===== src/rtl/dvm_pkg.sv =====
// Purpose: Shared constants and types for the dual-slope voltmeter sequencer.
// Assumes: One 25 MHz clock, synchronous active-high reset.
// Notes: Segment vectors are ordered {g,f,e,d,c,b,a}.
package dvm_pkg;

  // ----------------------------------------------------------------------
  // Counter and timing constants
  // ----------------------------------------------------------------------
  localparam logic [3:0] DEC_MAX = 4'h9;
  localparam logic [3:0] DEC_ZERO = 4'h0;
  localparam int STROBE_CYCLES = 2;
  localparam logic [0:0] STROBE_LAST = 1'h1;
  localparam int CHOP_DIV = 100;
  localparam logic [5:0] CHOP_HALF = 6'h31;
  localparam logic [1:0] STROBE_RST = 2'h0;
  localparam logic [6:0] SEG_RST = 7'h00;

  // ----------------------------------------------------------------------
  // Types
  // ----------------------------------------------------------------------
  typedef enum logic [1:0] {
    PH_IDLE,
    PH_SIGNAL,
    PH_REF
  } phase_t;

  typedef struct packed {
    logic lead;
    logic [3:0] hun;
    logic [3:0] ten;
    logic [3:0] uni;
  } reading_t;

endpackage


===== src/rtl/dvm_if.sv =====
// Purpose: Carries the measurement counter state to the display module.
// Assumes: Same clock domain on both sides.
// Notes: The sequencer drives, the display multiplexer listens.
interface dvm_if;
  import dvm_pkg::*;
  reading_t count;
  logic count_wrap;
  logic flash;

  modport src (output count, output count_wrap, output flash);
  modport dst (input count, input count_wrap, input flash);
endinterface


===== src/rtl/dvm_display.sv =====
// Purpose: Holds the display store and multiplexes it onto the digit bus.
// Assumes: Store loads arrive as one-cycle pulses from the sequencer.
// Notes: bcd_mode selects the four-line complement bus on seg_out[3:0].
module dvm_display
  import dvm_pkg::*;
(
  input wire logic mclk, // system clock
  input wire logic sys_rst, // synchronous reset
  input wire logic clk_en, // freezes all state when low
  input wire logic bcd_mode, // 1 selects BCD bus
  input wire logic store_load, // load reading into store
  input wire reading_t store_data, // reading to load
  input wire logic store_neg, // captured sign, 1 means negative
  input wire logic over_flag, // overrange is set
  dvm_if.dst link, // counter state and flash
  output logic [3:0] strobe, // one-hot digit strobes
  output logic [6:0] seg_out // segment or BCD lines
);

  // ----------------------------------------------------------------------
  // Decoders
  // ----------------------------------------------------------------------
  function automatic logic [6:0] seg7(input logic [3:0] d);
    case (d)
      4'h0: seg7 = 7'h3F;
      4'h1: seg7 = 7'h06;
      4'h2: seg7 = 7'h5B;
      4'h3: seg7 = 7'h4F;
      4'h4: seg7 = 7'h66;
      4'h5: seg7 = 7'h6D;
      4'h6: seg7 = 7'h7D;
      4'h7: seg7 = 7'h07;
      4'h8: seg7 = 7'h7F;
      4'h9: seg7 = 7'h6F;
      default: seg7 = 7'h00;
    endcase
  endfunction

  function automatic logic [6:0] bcdc(input logic [3:0] d);
    bcdc = {3'h0, ~d};
  endfunction

  // ----------------------------------------------------------------------
  // State
  // ----------------------------------------------------------------------
  reading_t store_ff, nxt_store;
  logic sign_ff, nxt_sign;
  logic [1:0] sel_ff, nxt_sel;
  logic [0:0] sub_ff, nxt_sub;
  logic [3:0] strobe_ff, nxt_strobe;
  logic [6:0] seg_ff, nxt_seg;
  reading_t shown;
  logic [3:0] dig;
  logic sign_shown;

  always_comb begin
    nxt_store = store_ff;
    nxt_sign = sign_ff;
    if (store_load) begin
      nxt_store = store_data;
      nxt_sign = store_neg;
    end
    nxt_sub = sub_ff + 1'h1;
    nxt_sel = sel_ff;
    if (sub_ff == STROBE_LAST) begin
      nxt_sel = sel_ff + 2'h1;
    end
    nxt_strobe = 4'h1 << nxt_sel;
    // Overrange blanks the main digits to zero.
    shown = over_flag ? '0 : store_ff;
    // No reading is stored on overrange, so show the fresh polarity instead.
    sign_shown = over_flag ? store_neg : sign_ff;
    case (nxt_sel)
      2'h1: dig = shown.hun;
      2'h2: dig = shown.ten;
      2'h3: dig = shown.uni;
      default: dig = 4'h0;
    endcase
    if (nxt_sel == 2'h0) begin
      if (bcd_mode) begin
        nxt_seg = {3'h0, ~shown.lead, over_flag & link.flash, sign_shown,
                   shown.lead};
      end else begin
        nxt_seg = {sign_shown, 2'h0, over_flag & link.flash,
                   shown.lead, shown.lead, over_flag & link.flash};
      end
    end else begin
      nxt_seg = bcd_mode ? bcdc(dig) : seg7(dig);
    end
  end

  always_ff @(posedge mclk) begin
    if (sys_rst) begin
      store_ff <= '0;
      sign_ff <= 1'b0;
      sel_ff <= STROBE_RST;
      sub_ff <= 1'h0;
      strobe_ff <= 4'h1;
      seg_ff <= SEG_RST;
    end else if (clk_en) begin
      store_ff <= nxt_store;
      sign_ff <= nxt_sign;
      sel_ff <= nxt_sel;
      sub_ff <= nxt_sub;
      strobe_ff <= nxt_strobe;
      seg_ff <= nxt_seg;
    end
  end

  assign strobe = strobe_ff;
  assign seg_out = seg_ff;

endmodule


===== src/rtl/dvm_sequencer.sv =====
// Purpose: Dual-slope voltmeter sequencer: counter, switches, display.
// Assumes: Comparator input is asynchronous and is synchronised here.
// Notes: Outputs come from flip-flops; no software registers.
// Overview of operation
// - In reference phase, comparator 0 selects positive, 1 negative reference.
// - Signal switch is high exactly while the signal is integrated.
// - Each of four strobes is high two clocks in turn, one at a time.
// - Strobe one lead/sign/overrange; two hundreds; three tens; four units.
// - Seven-segment strobe one: one on B,C; minus on G; overrange flashes A,D.
// - Digit strobes use the standard active-high seven-segment patterns.
// - BCD variant outputs complemented digits, A is bit 0 to D bit 3.
// - BCD strobe one: lead on A, its complement on D, sign B, overrange C.
// - BCD variant gives a chopper square wave at clock over one hundred.
// - After reset, signal and both reference switches are low.
// - Counter runs always; wrap toggles phase flop, first toggle raises signal.
// - After 2000 more clocks, capture polarity and drop the signal switch.
// - Then energise the reference switch opposite to the captured polarity.
// - Comparator change ends reference phase and loads counter and sign.
// - No change within a whole counter cycle sets overrange until next wrap.
// - During overrange the three main digits show 000 and the flag flashes.
// - Store is gated a decade per strobe onto seven or four lines.
module dvm_sequencer
  import dvm_pkg::*;
(
  input wire logic mclk, // 25 MHz system clock
  input wire logic sys_rst, // synchronous reset, active high
  input wire logic clk_en, // freezes all state when low
  input wire logic cmp_in, // integrator comparator, 1 positive
  input wire logic bcd_mode, // 1 selects BCD variant outputs
  output logic sig_sw, // signal switch
  output logic ref_pos_sw, // positive reference switch
  output logic ref_neg_sw, // negative reference switch
  output logic over_out, // overrange flag
  output logic chopper, // clock divided by 100, BCD variant
  output logic strobe_lead_sign, // digit strobe one
  output logic strobe_hundreds, // digit strobe two
  output logic strobe_tens, // digit strobe three
  output logic strobe_units, // digit strobe four
  output logic [6:0] seg_out // segments {g..a} or BCD on [3:0]
);

  // ----------------------------------------------------------------------
  // Comparator synchroniser
  // ----------------------------------------------------------------------
  logic cmp_s1_ff, cmp_s2_ff, cmp_prev_ff;

  always_ff @(posedge mclk) begin
    if (sys_rst) begin
      cmp_s1_ff <= 1'b0;
      cmp_s2_ff <= 1'b0;
    end else if (clk_en) begin
      cmp_s1_ff <= cmp_in;
      cmp_s2_ff <= cmp_s1_ff;
    end
  end

  // ----------------------------------------------------------------------
  // Measurement counter and phase control
  // ----------------------------------------------------------------------
  dvm_if link ();

  reading_t cnt_ff, nxt_cnt;
  logic wrap;
  logic half_ff, nxt_half;
  phase_t ph_ff, nxt_ph;
  logic neg_ff, nxt_neg;
  logic sig_ff, nxt_sig;
  logic rpos_ff, nxt_rpos;
  logic rneg_ff, nxt_rneg;
  logic over_ff, nxt_over;
  logic flash_ff, nxt_flash;
  logic [5:0] chop_cnt_ff, nxt_chop_cnt;
  logic chop_ff, nxt_chop;
  logic load;
  logic nxt_prev;

  function automatic logic [3:0] dec_inc(input logic [3:0] d);
    dec_inc = (d == DEC_MAX) ? DEC_ZERO : d + 4'h1;
  endfunction

  always_comb begin
    // Decades ripple like a BCD counter; thousands is one bit.
    nxt_cnt = cnt_ff;
    nxt_cnt.uni = dec_inc(cnt_ff.uni);
    if (cnt_ff.uni == DEC_MAX) begin
      nxt_cnt.ten = dec_inc(cnt_ff.ten);
      if (cnt_ff.ten == DEC_MAX) begin
        nxt_cnt.hun = dec_inc(cnt_ff.hun);
        if (cnt_ff.hun == DEC_MAX) begin
          nxt_cnt.lead = ~cnt_ff.lead;
        end
      end
    end
    wrap = cnt_ff.lead && cnt_ff.hun == DEC_MAX && cnt_ff.ten == DEC_MAX
           && cnt_ff.uni == DEC_MAX;
    nxt_half = wrap ? ~half_ff : half_ff;
    // Lit for the first half of each counter cycle, so an overrange,
    // which lasts one whole cycle, always blinks once.
    nxt_flash = ~nxt_cnt.lead;
    nxt_ph = ph_ff;
    nxt_neg = neg_ff;
    nxt_sig = sig_ff;
    nxt_rpos = rpos_ff;
    nxt_rneg = rneg_ff;
    nxt_over = over_ff;
    nxt_prev = cmp_s2_ff;
    load = 1'b0;
    if (wrap) begin
      nxt_over = 1'b0;
    end
    case (ph_ff)
      PH_IDLE: begin
        if (wrap) begin
          nxt_ph = PH_SIGNAL;
          nxt_sig = 1'b1;
        end
      end
      PH_SIGNAL: begin
        if (wrap) begin
          // Sign is taken as the integrator ends its run-up.
          nxt_neg = ~cmp_s2_ff;
          nxt_sig = 1'b0;
          nxt_ph = PH_REF;
          nxt_rpos = ~cmp_s2_ff;
          nxt_rneg = cmp_s2_ff;
        end
      end
      PH_REF: begin
        if (cmp_s2_ff != cmp_prev_ff) begin
          nxt_rpos = 1'b0;
          nxt_rneg = 1'b0;
          load = 1'b1;
          nxt_ph = PH_IDLE;
        end else if (wrap) begin
          // A full cycle with no crossing; start over after a fresh cycle.
          nxt_over = 1'b1;
          nxt_rpos = 1'b0;
          nxt_rneg = 1'b0;
          nxt_ph = PH_IDLE;
        end
      end
      default: nxt_ph = PH_IDLE;
    endcase
    nxt_chop_cnt = (chop_cnt_ff == CHOP_HALF) ? 6'h00 : chop_cnt_ff + 6'h01;
    nxt_chop = (chop_cnt_ff == CHOP_HALF) ? ~chop_ff : chop_ff;
  end

  always_ff @(posedge mclk) begin
    if (sys_rst) begin
      cnt_ff <= '0;
      half_ff <= 1'b0;
      ph_ff <= PH_IDLE;
      neg_ff <= 1'b0;
      sig_ff <= 1'b0;
      rpos_ff <= 1'b0;
      rneg_ff <= 1'b0;
      over_ff <= 1'b0;
      flash_ff <= 1'b0;
      chop_cnt_ff <= 6'h00;
      chop_ff <= 1'b0;
      cmp_prev_ff <= 1'b0;
    end else if (clk_en) begin
      cnt_ff <= nxt_cnt;
      half_ff <= nxt_half;
      ph_ff <= nxt_ph;
      neg_ff <= nxt_neg;
      sig_ff <= nxt_sig;
      rpos_ff <= nxt_rpos;
      rneg_ff <= nxt_rneg;
      over_ff <= nxt_over;
      flash_ff <= nxt_flash;
      chop_cnt_ff <= nxt_chop_cnt;
      chop_ff <= nxt_chop;
      cmp_prev_ff <= nxt_prev;
    end
  end

  assign link.count = cnt_ff;
  assign link.count_wrap = wrap;
  assign link.flash = flash_ff;

  // ----------------------------------------------------------------------
  // Display store and multiplexer
  // ----------------------------------------------------------------------
  logic [3:0] strobe;

  dvm_display u_disp (
    .mclk(mclk),
    .sys_rst(sys_rst),
    .clk_en(clk_en),
    .bcd_mode(bcd_mode),
    .store_load(load),
    .store_data(cnt_ff),
    .store_neg(neg_ff),
    .over_flag(over_ff),
    .link(link),
    .strobe(strobe),
    .seg_out(seg_out)
  );

  assign sig_sw = sig_ff;
  assign ref_pos_sw = rpos_ff;
  assign ref_neg_sw = rneg_ff;
  assign over_out = over_ff;
  assign chopper = chop_ff;
  assign strobe_lead_sign = strobe[0];
  assign strobe_hundreds = strobe[1];
  assign strobe_tens = strobe[2];
  assign strobe_units = strobe[3];

endmodule


===== config.mk =====
export PLATFORM = sky130hd
export DESIGN_NAME = dvm_sequencer
export DESIGN_NICKNAME = d
export VERILOG_FILES = /design/src/rtl/dvm_pkg.sv /design/src/rtl/dvm_if.sv /design/src/rtl/dvm_display.sv /design/src/rtl/dvm_sequencer.sv
export SDC_FILE = /design/constraint.sdc
export NUM_CORES = 1
export LEC_CHECK = 0
export BUFFER_PORTS_ARGS = -buffer_cell sky130_fd_sc_hd__buf_2
export CELL_PAD_IN_SITES_DETAIL_PLACEMENT = 1
export CELL_PAD_IN_SITES_GLOBAL_PLACEMENT = 1
export CORE_MARGIN = 3
export CORE_UTILIZATION = 49
export DETAILED_ROUTE_END_ITERATION = 10
export PLACE_DENSITY = 0.85
export RECOVER_POWER = 25
export REMOVE_ABC_BUFFERS = 1
export SYNTH_ARGS = -nofsm -noshare
export SYNTH_HDL_FRONTEND = slang
export SYNTH_HIERARCHICAL = 1
export SYNTH_SLANG_ARGS = --single-unit

===== constraint.sdc =====
create_clock -name mclk -period 3.9 [get_ports mclk]
set_input_delay 0.78 -clock mclk [delete_from_list [all_inputs] [get_ports mclk]]
set_output_delay 0.78 -clock mclk [all_outputs]
set_load 0.02 [all_outputs]

==> results.md <==
* Switch Pwr at between 300 and 400 uW
* Combinational share of power at 9.3%
* Pint at approximately 900 uW
* Slew Limit Headroom at about 2.9%
* ANT cells at 0
* Final Hold Viols at 0
* Register area at around 1200 um^2
* TritonCTS Buffers at 9
* Drt first-iter violations at 107
* Worst Max-Slew Pin Slew at 1.46 ns
* Finished Core Util at between 50% and 60%
* Multiplexer share of the synthesized area at 4.10%
* Clock transition at the registers of the reported paths at 0.07 ns
* # hold bufs at CTS at 0
* Vias in the first global route at 2,958
* Leak at 1.24 nW
* Final HPWL DP at 5650 um
* Max-slew violations at 0
* Top area cells in the synthesized netlist: dfxtp_1 (37%), nand2_1 (6.2%), a21oi_1 (5.2%)
* WP data arrival at 3.09 ns
* Seq/Total Area, Yosys at 36.8%
* RSZ-0062 raised after global routing: false
* Simple logic cell fraction of the synthesized area at approximately 26%
* Hold Path Class: reg2reg
* Largest fanout on the critical path at 16
* Final setup viols at 0
* PwrDens at 362 nW/um^2
* Adder-Cell Fraction of Synth Area at under 10%
* Path type of the worst setup path: reg2reg
* Max-cap violations at 0
* Pre-CTS WS at 1.14 ns
* XOR/XNOR Fraction of Synth Area at 4.33%
* Fraction of layout cells with a size suffix above 1 at about a tenth
* Multi-input gate area at 1800 um^2
* Sw Ratio at 26.9%
* Final Cell Area at 3400 um^2
* Die area at 7550 um^2
* Final WL at 7980 um
* Initial Utilization at 52.3%
* Top cell type's share of synthesized area at 36.8%
* Overflow after GRT at 0
* Min cycle time layout at 2.84 ns
* Post-synth top flop: dfxtp_1
* Dpl cell area at 3270 um^2
* Synthesized area at 3210 um^2
* Async S/R FF share, synth at 0%
* Synth warn at 6
* Fmax achieved at approximately 350 MHz
* CP required at 4.15 ns
* Status: finished clean
* Synth Area in Compound Gates at around a fifth
* CTS tree: yes
* Average wire per standard cell at 16.9 um
* Die height at 86.9 um
* Synthesis-to-finish area growth at 6.17%
* Post-CTS Setup Inserts at 0
* Nets@finish at 405
* Synth cell count leaders: dfxtp_1 (59), nand2_1 (53), nor2_1 (38)
* Average cell area after synthesis at 8.44 um^2
* CP startpoint: u_disp/sel_ff[1]$_SDFFE_PP0P_
* VDD IR-drop max at 0.177 mV
* Crit start category: flop
* Initial antenna violation count at 0
* Critical path endpoint category: flop
* # IOs at 21
* Flop and latch count out of synthesis at 59
* Largest family of logic cells by synthesized area: simple AND/OR/NAND/NOR gates
* Final worst setup slack at 1.06 ns
* Number of remaining DRC errors at 0
* Top-count cell post-synth: dfxtp_1
* Post_cts resized at 0
* Worst-skew pair later-pin latency at 0.34 ns
* Final period utilization at between 70% and 80%
* Global-route wire length before repair at 13,600 um
* Detail Route Antenna Nets at 0
* Reg-to-reg startpoint: u_disp/sel_ff[1]$_SDFFE_PP0P_
* Hold_sp: u_disp/store_ff[8]$_SDFFE_PP0P_
* Core region area at roughly 6100 um^2
* GPL Wtd Cong at 0.863
* H-tree Lvls at 3
* Clk sinks at between 50 and 60
* Number of synthesized flops with an enable pin at 0
* Largest net degree at the start of global routing at 32
* Post-route setup TNS at 0 ns
* CTS Root Cell: clkbuf_8
* Vias/cell at between 5 and 6
* Vias at 2,825
* Mapped Cells at 380
* Clock power frac at 39.0%
* Synth area leader: dfxtp_1
* CTS max path bufs at 2
* Seq pwr share at 51.8%
* TritonRoute pass-1 iters at 4
* Gr usage total at 22.7%
* Rows at 28
* Hold WS at 0.459 ns
* Synth cell types at 67
* Final clock skew at 0.00526 ns
* Fill cells at 766
* Die span in x at 86.9 um
* R2r setup slk at 1.06 ns
* I/O Buffers at 20
logic make-up after synthesis:
| logic type | after synthesis |
|---|---|
| DFF | 59 |
| adders and majority gates | 7 |
| AOI/OAI and AO/OA | 90 |
| xor gates and xnor gates | 15 |
| and+or+nand+nor | 159 |
| buffers and inverters | 37 |
| muxes | 13 |
worst paths after layout:
path | cells past startpoint | to
worst max-delay path | 9 | u_disp/seg_out[3]$_SDFFE_PP0P_
worst min-delay path | 2 | u_disp/store_ff[8]$_SDFFE_PP0P_
worst max register to register | 9 | u_disp/seg_out[3]$_SDFFE_PP0P_
worst min register to register | 2 | u_disp/store_ff[8]$_SDFFE_PP0P_
cell usage in the layout (no fill, tap or decap), types with 9 or more instances in the layout:
cell type  instances
a21oi_1           33
clkbuf_1          14
clkbuf_8          10
dfxtp_1           59
inv_1             16
mux2i_1           12
nand2_1           53
nand3_1            9
nor2_1            38
o21ai_0           16
worst max-delay path, cell delays in order, from the launching register on:
cell and delay, ns:
dfxtp_1 0.70, nor3b_1 0.40, o21ai_0 0.15, o21a_2 0.14
nand2b_1 0.18, ha_1 0.32, nor2_1 0.05, a32o_1 0.27
a311o_1 0.32, a211oi_1 0.22
metal layers:
layer / GRT usage, % / up-vias / routed length [um]
met5: 0 / - / 0
met4: 11.8 / 0 / 200
met3: 3.41 / 16 / 231
met2: 38.6 / 49 / 3880
met1: 27.5 / 1380 / 3670
li1: - / 1380 / -
metrics by stage:
stage / total power [mW] / instances
floorplan: 0.718 / 359
global placement: 0.761 / 457
detailed placement: 0.766 / 457
CTS: 1.24 / 472
global route: 1.28 / 472
finish: 1.23 / 472
state kept, by name, summed over array words and instances, names as in the netlist, named ones only:
register         cells
flash_ff             1
ref_neg_sw           1
ref_pos_sw           1
ph_ff                2
cnt_ff              13
cmp_s1_ff            1
cmp_prev_ff          1
u_disp/seg_out       7
cmp_s2_ff            1
u_disp/strobe        4
u_disp/sign_ff       1
neg_ff               1
sig_sw               1
u_disp/sub_ff        1
chop_cnt_ff          6
chopper              1
u_disp/sel_ff        2
u_disp/store_ff     13
power by group through the flow:
stage	clock network [mW]	logic [mW]	registers, mW
final	0.479	0.114	0.637
after global routing	0.517	0.126	0.640
after CTS	0.487	0.116	0.637
after detailed placement	0	0.115	0.651
after global placement	0	0.111	0.650
after floorplan	0	0.0627	0.655
cell type report:
type	instances	area share (%)
Multi-Input combinational cell	284	52.9
Clock inverter	3	0.441
Clock buffer	12	4.26
Sequential cell	59	34.7
Timing Repair Buffer	23	3.16
Inverter	16	1.76
Tap cell	75	2.76
Note: power is estimated with default switching activity, not from simulation.
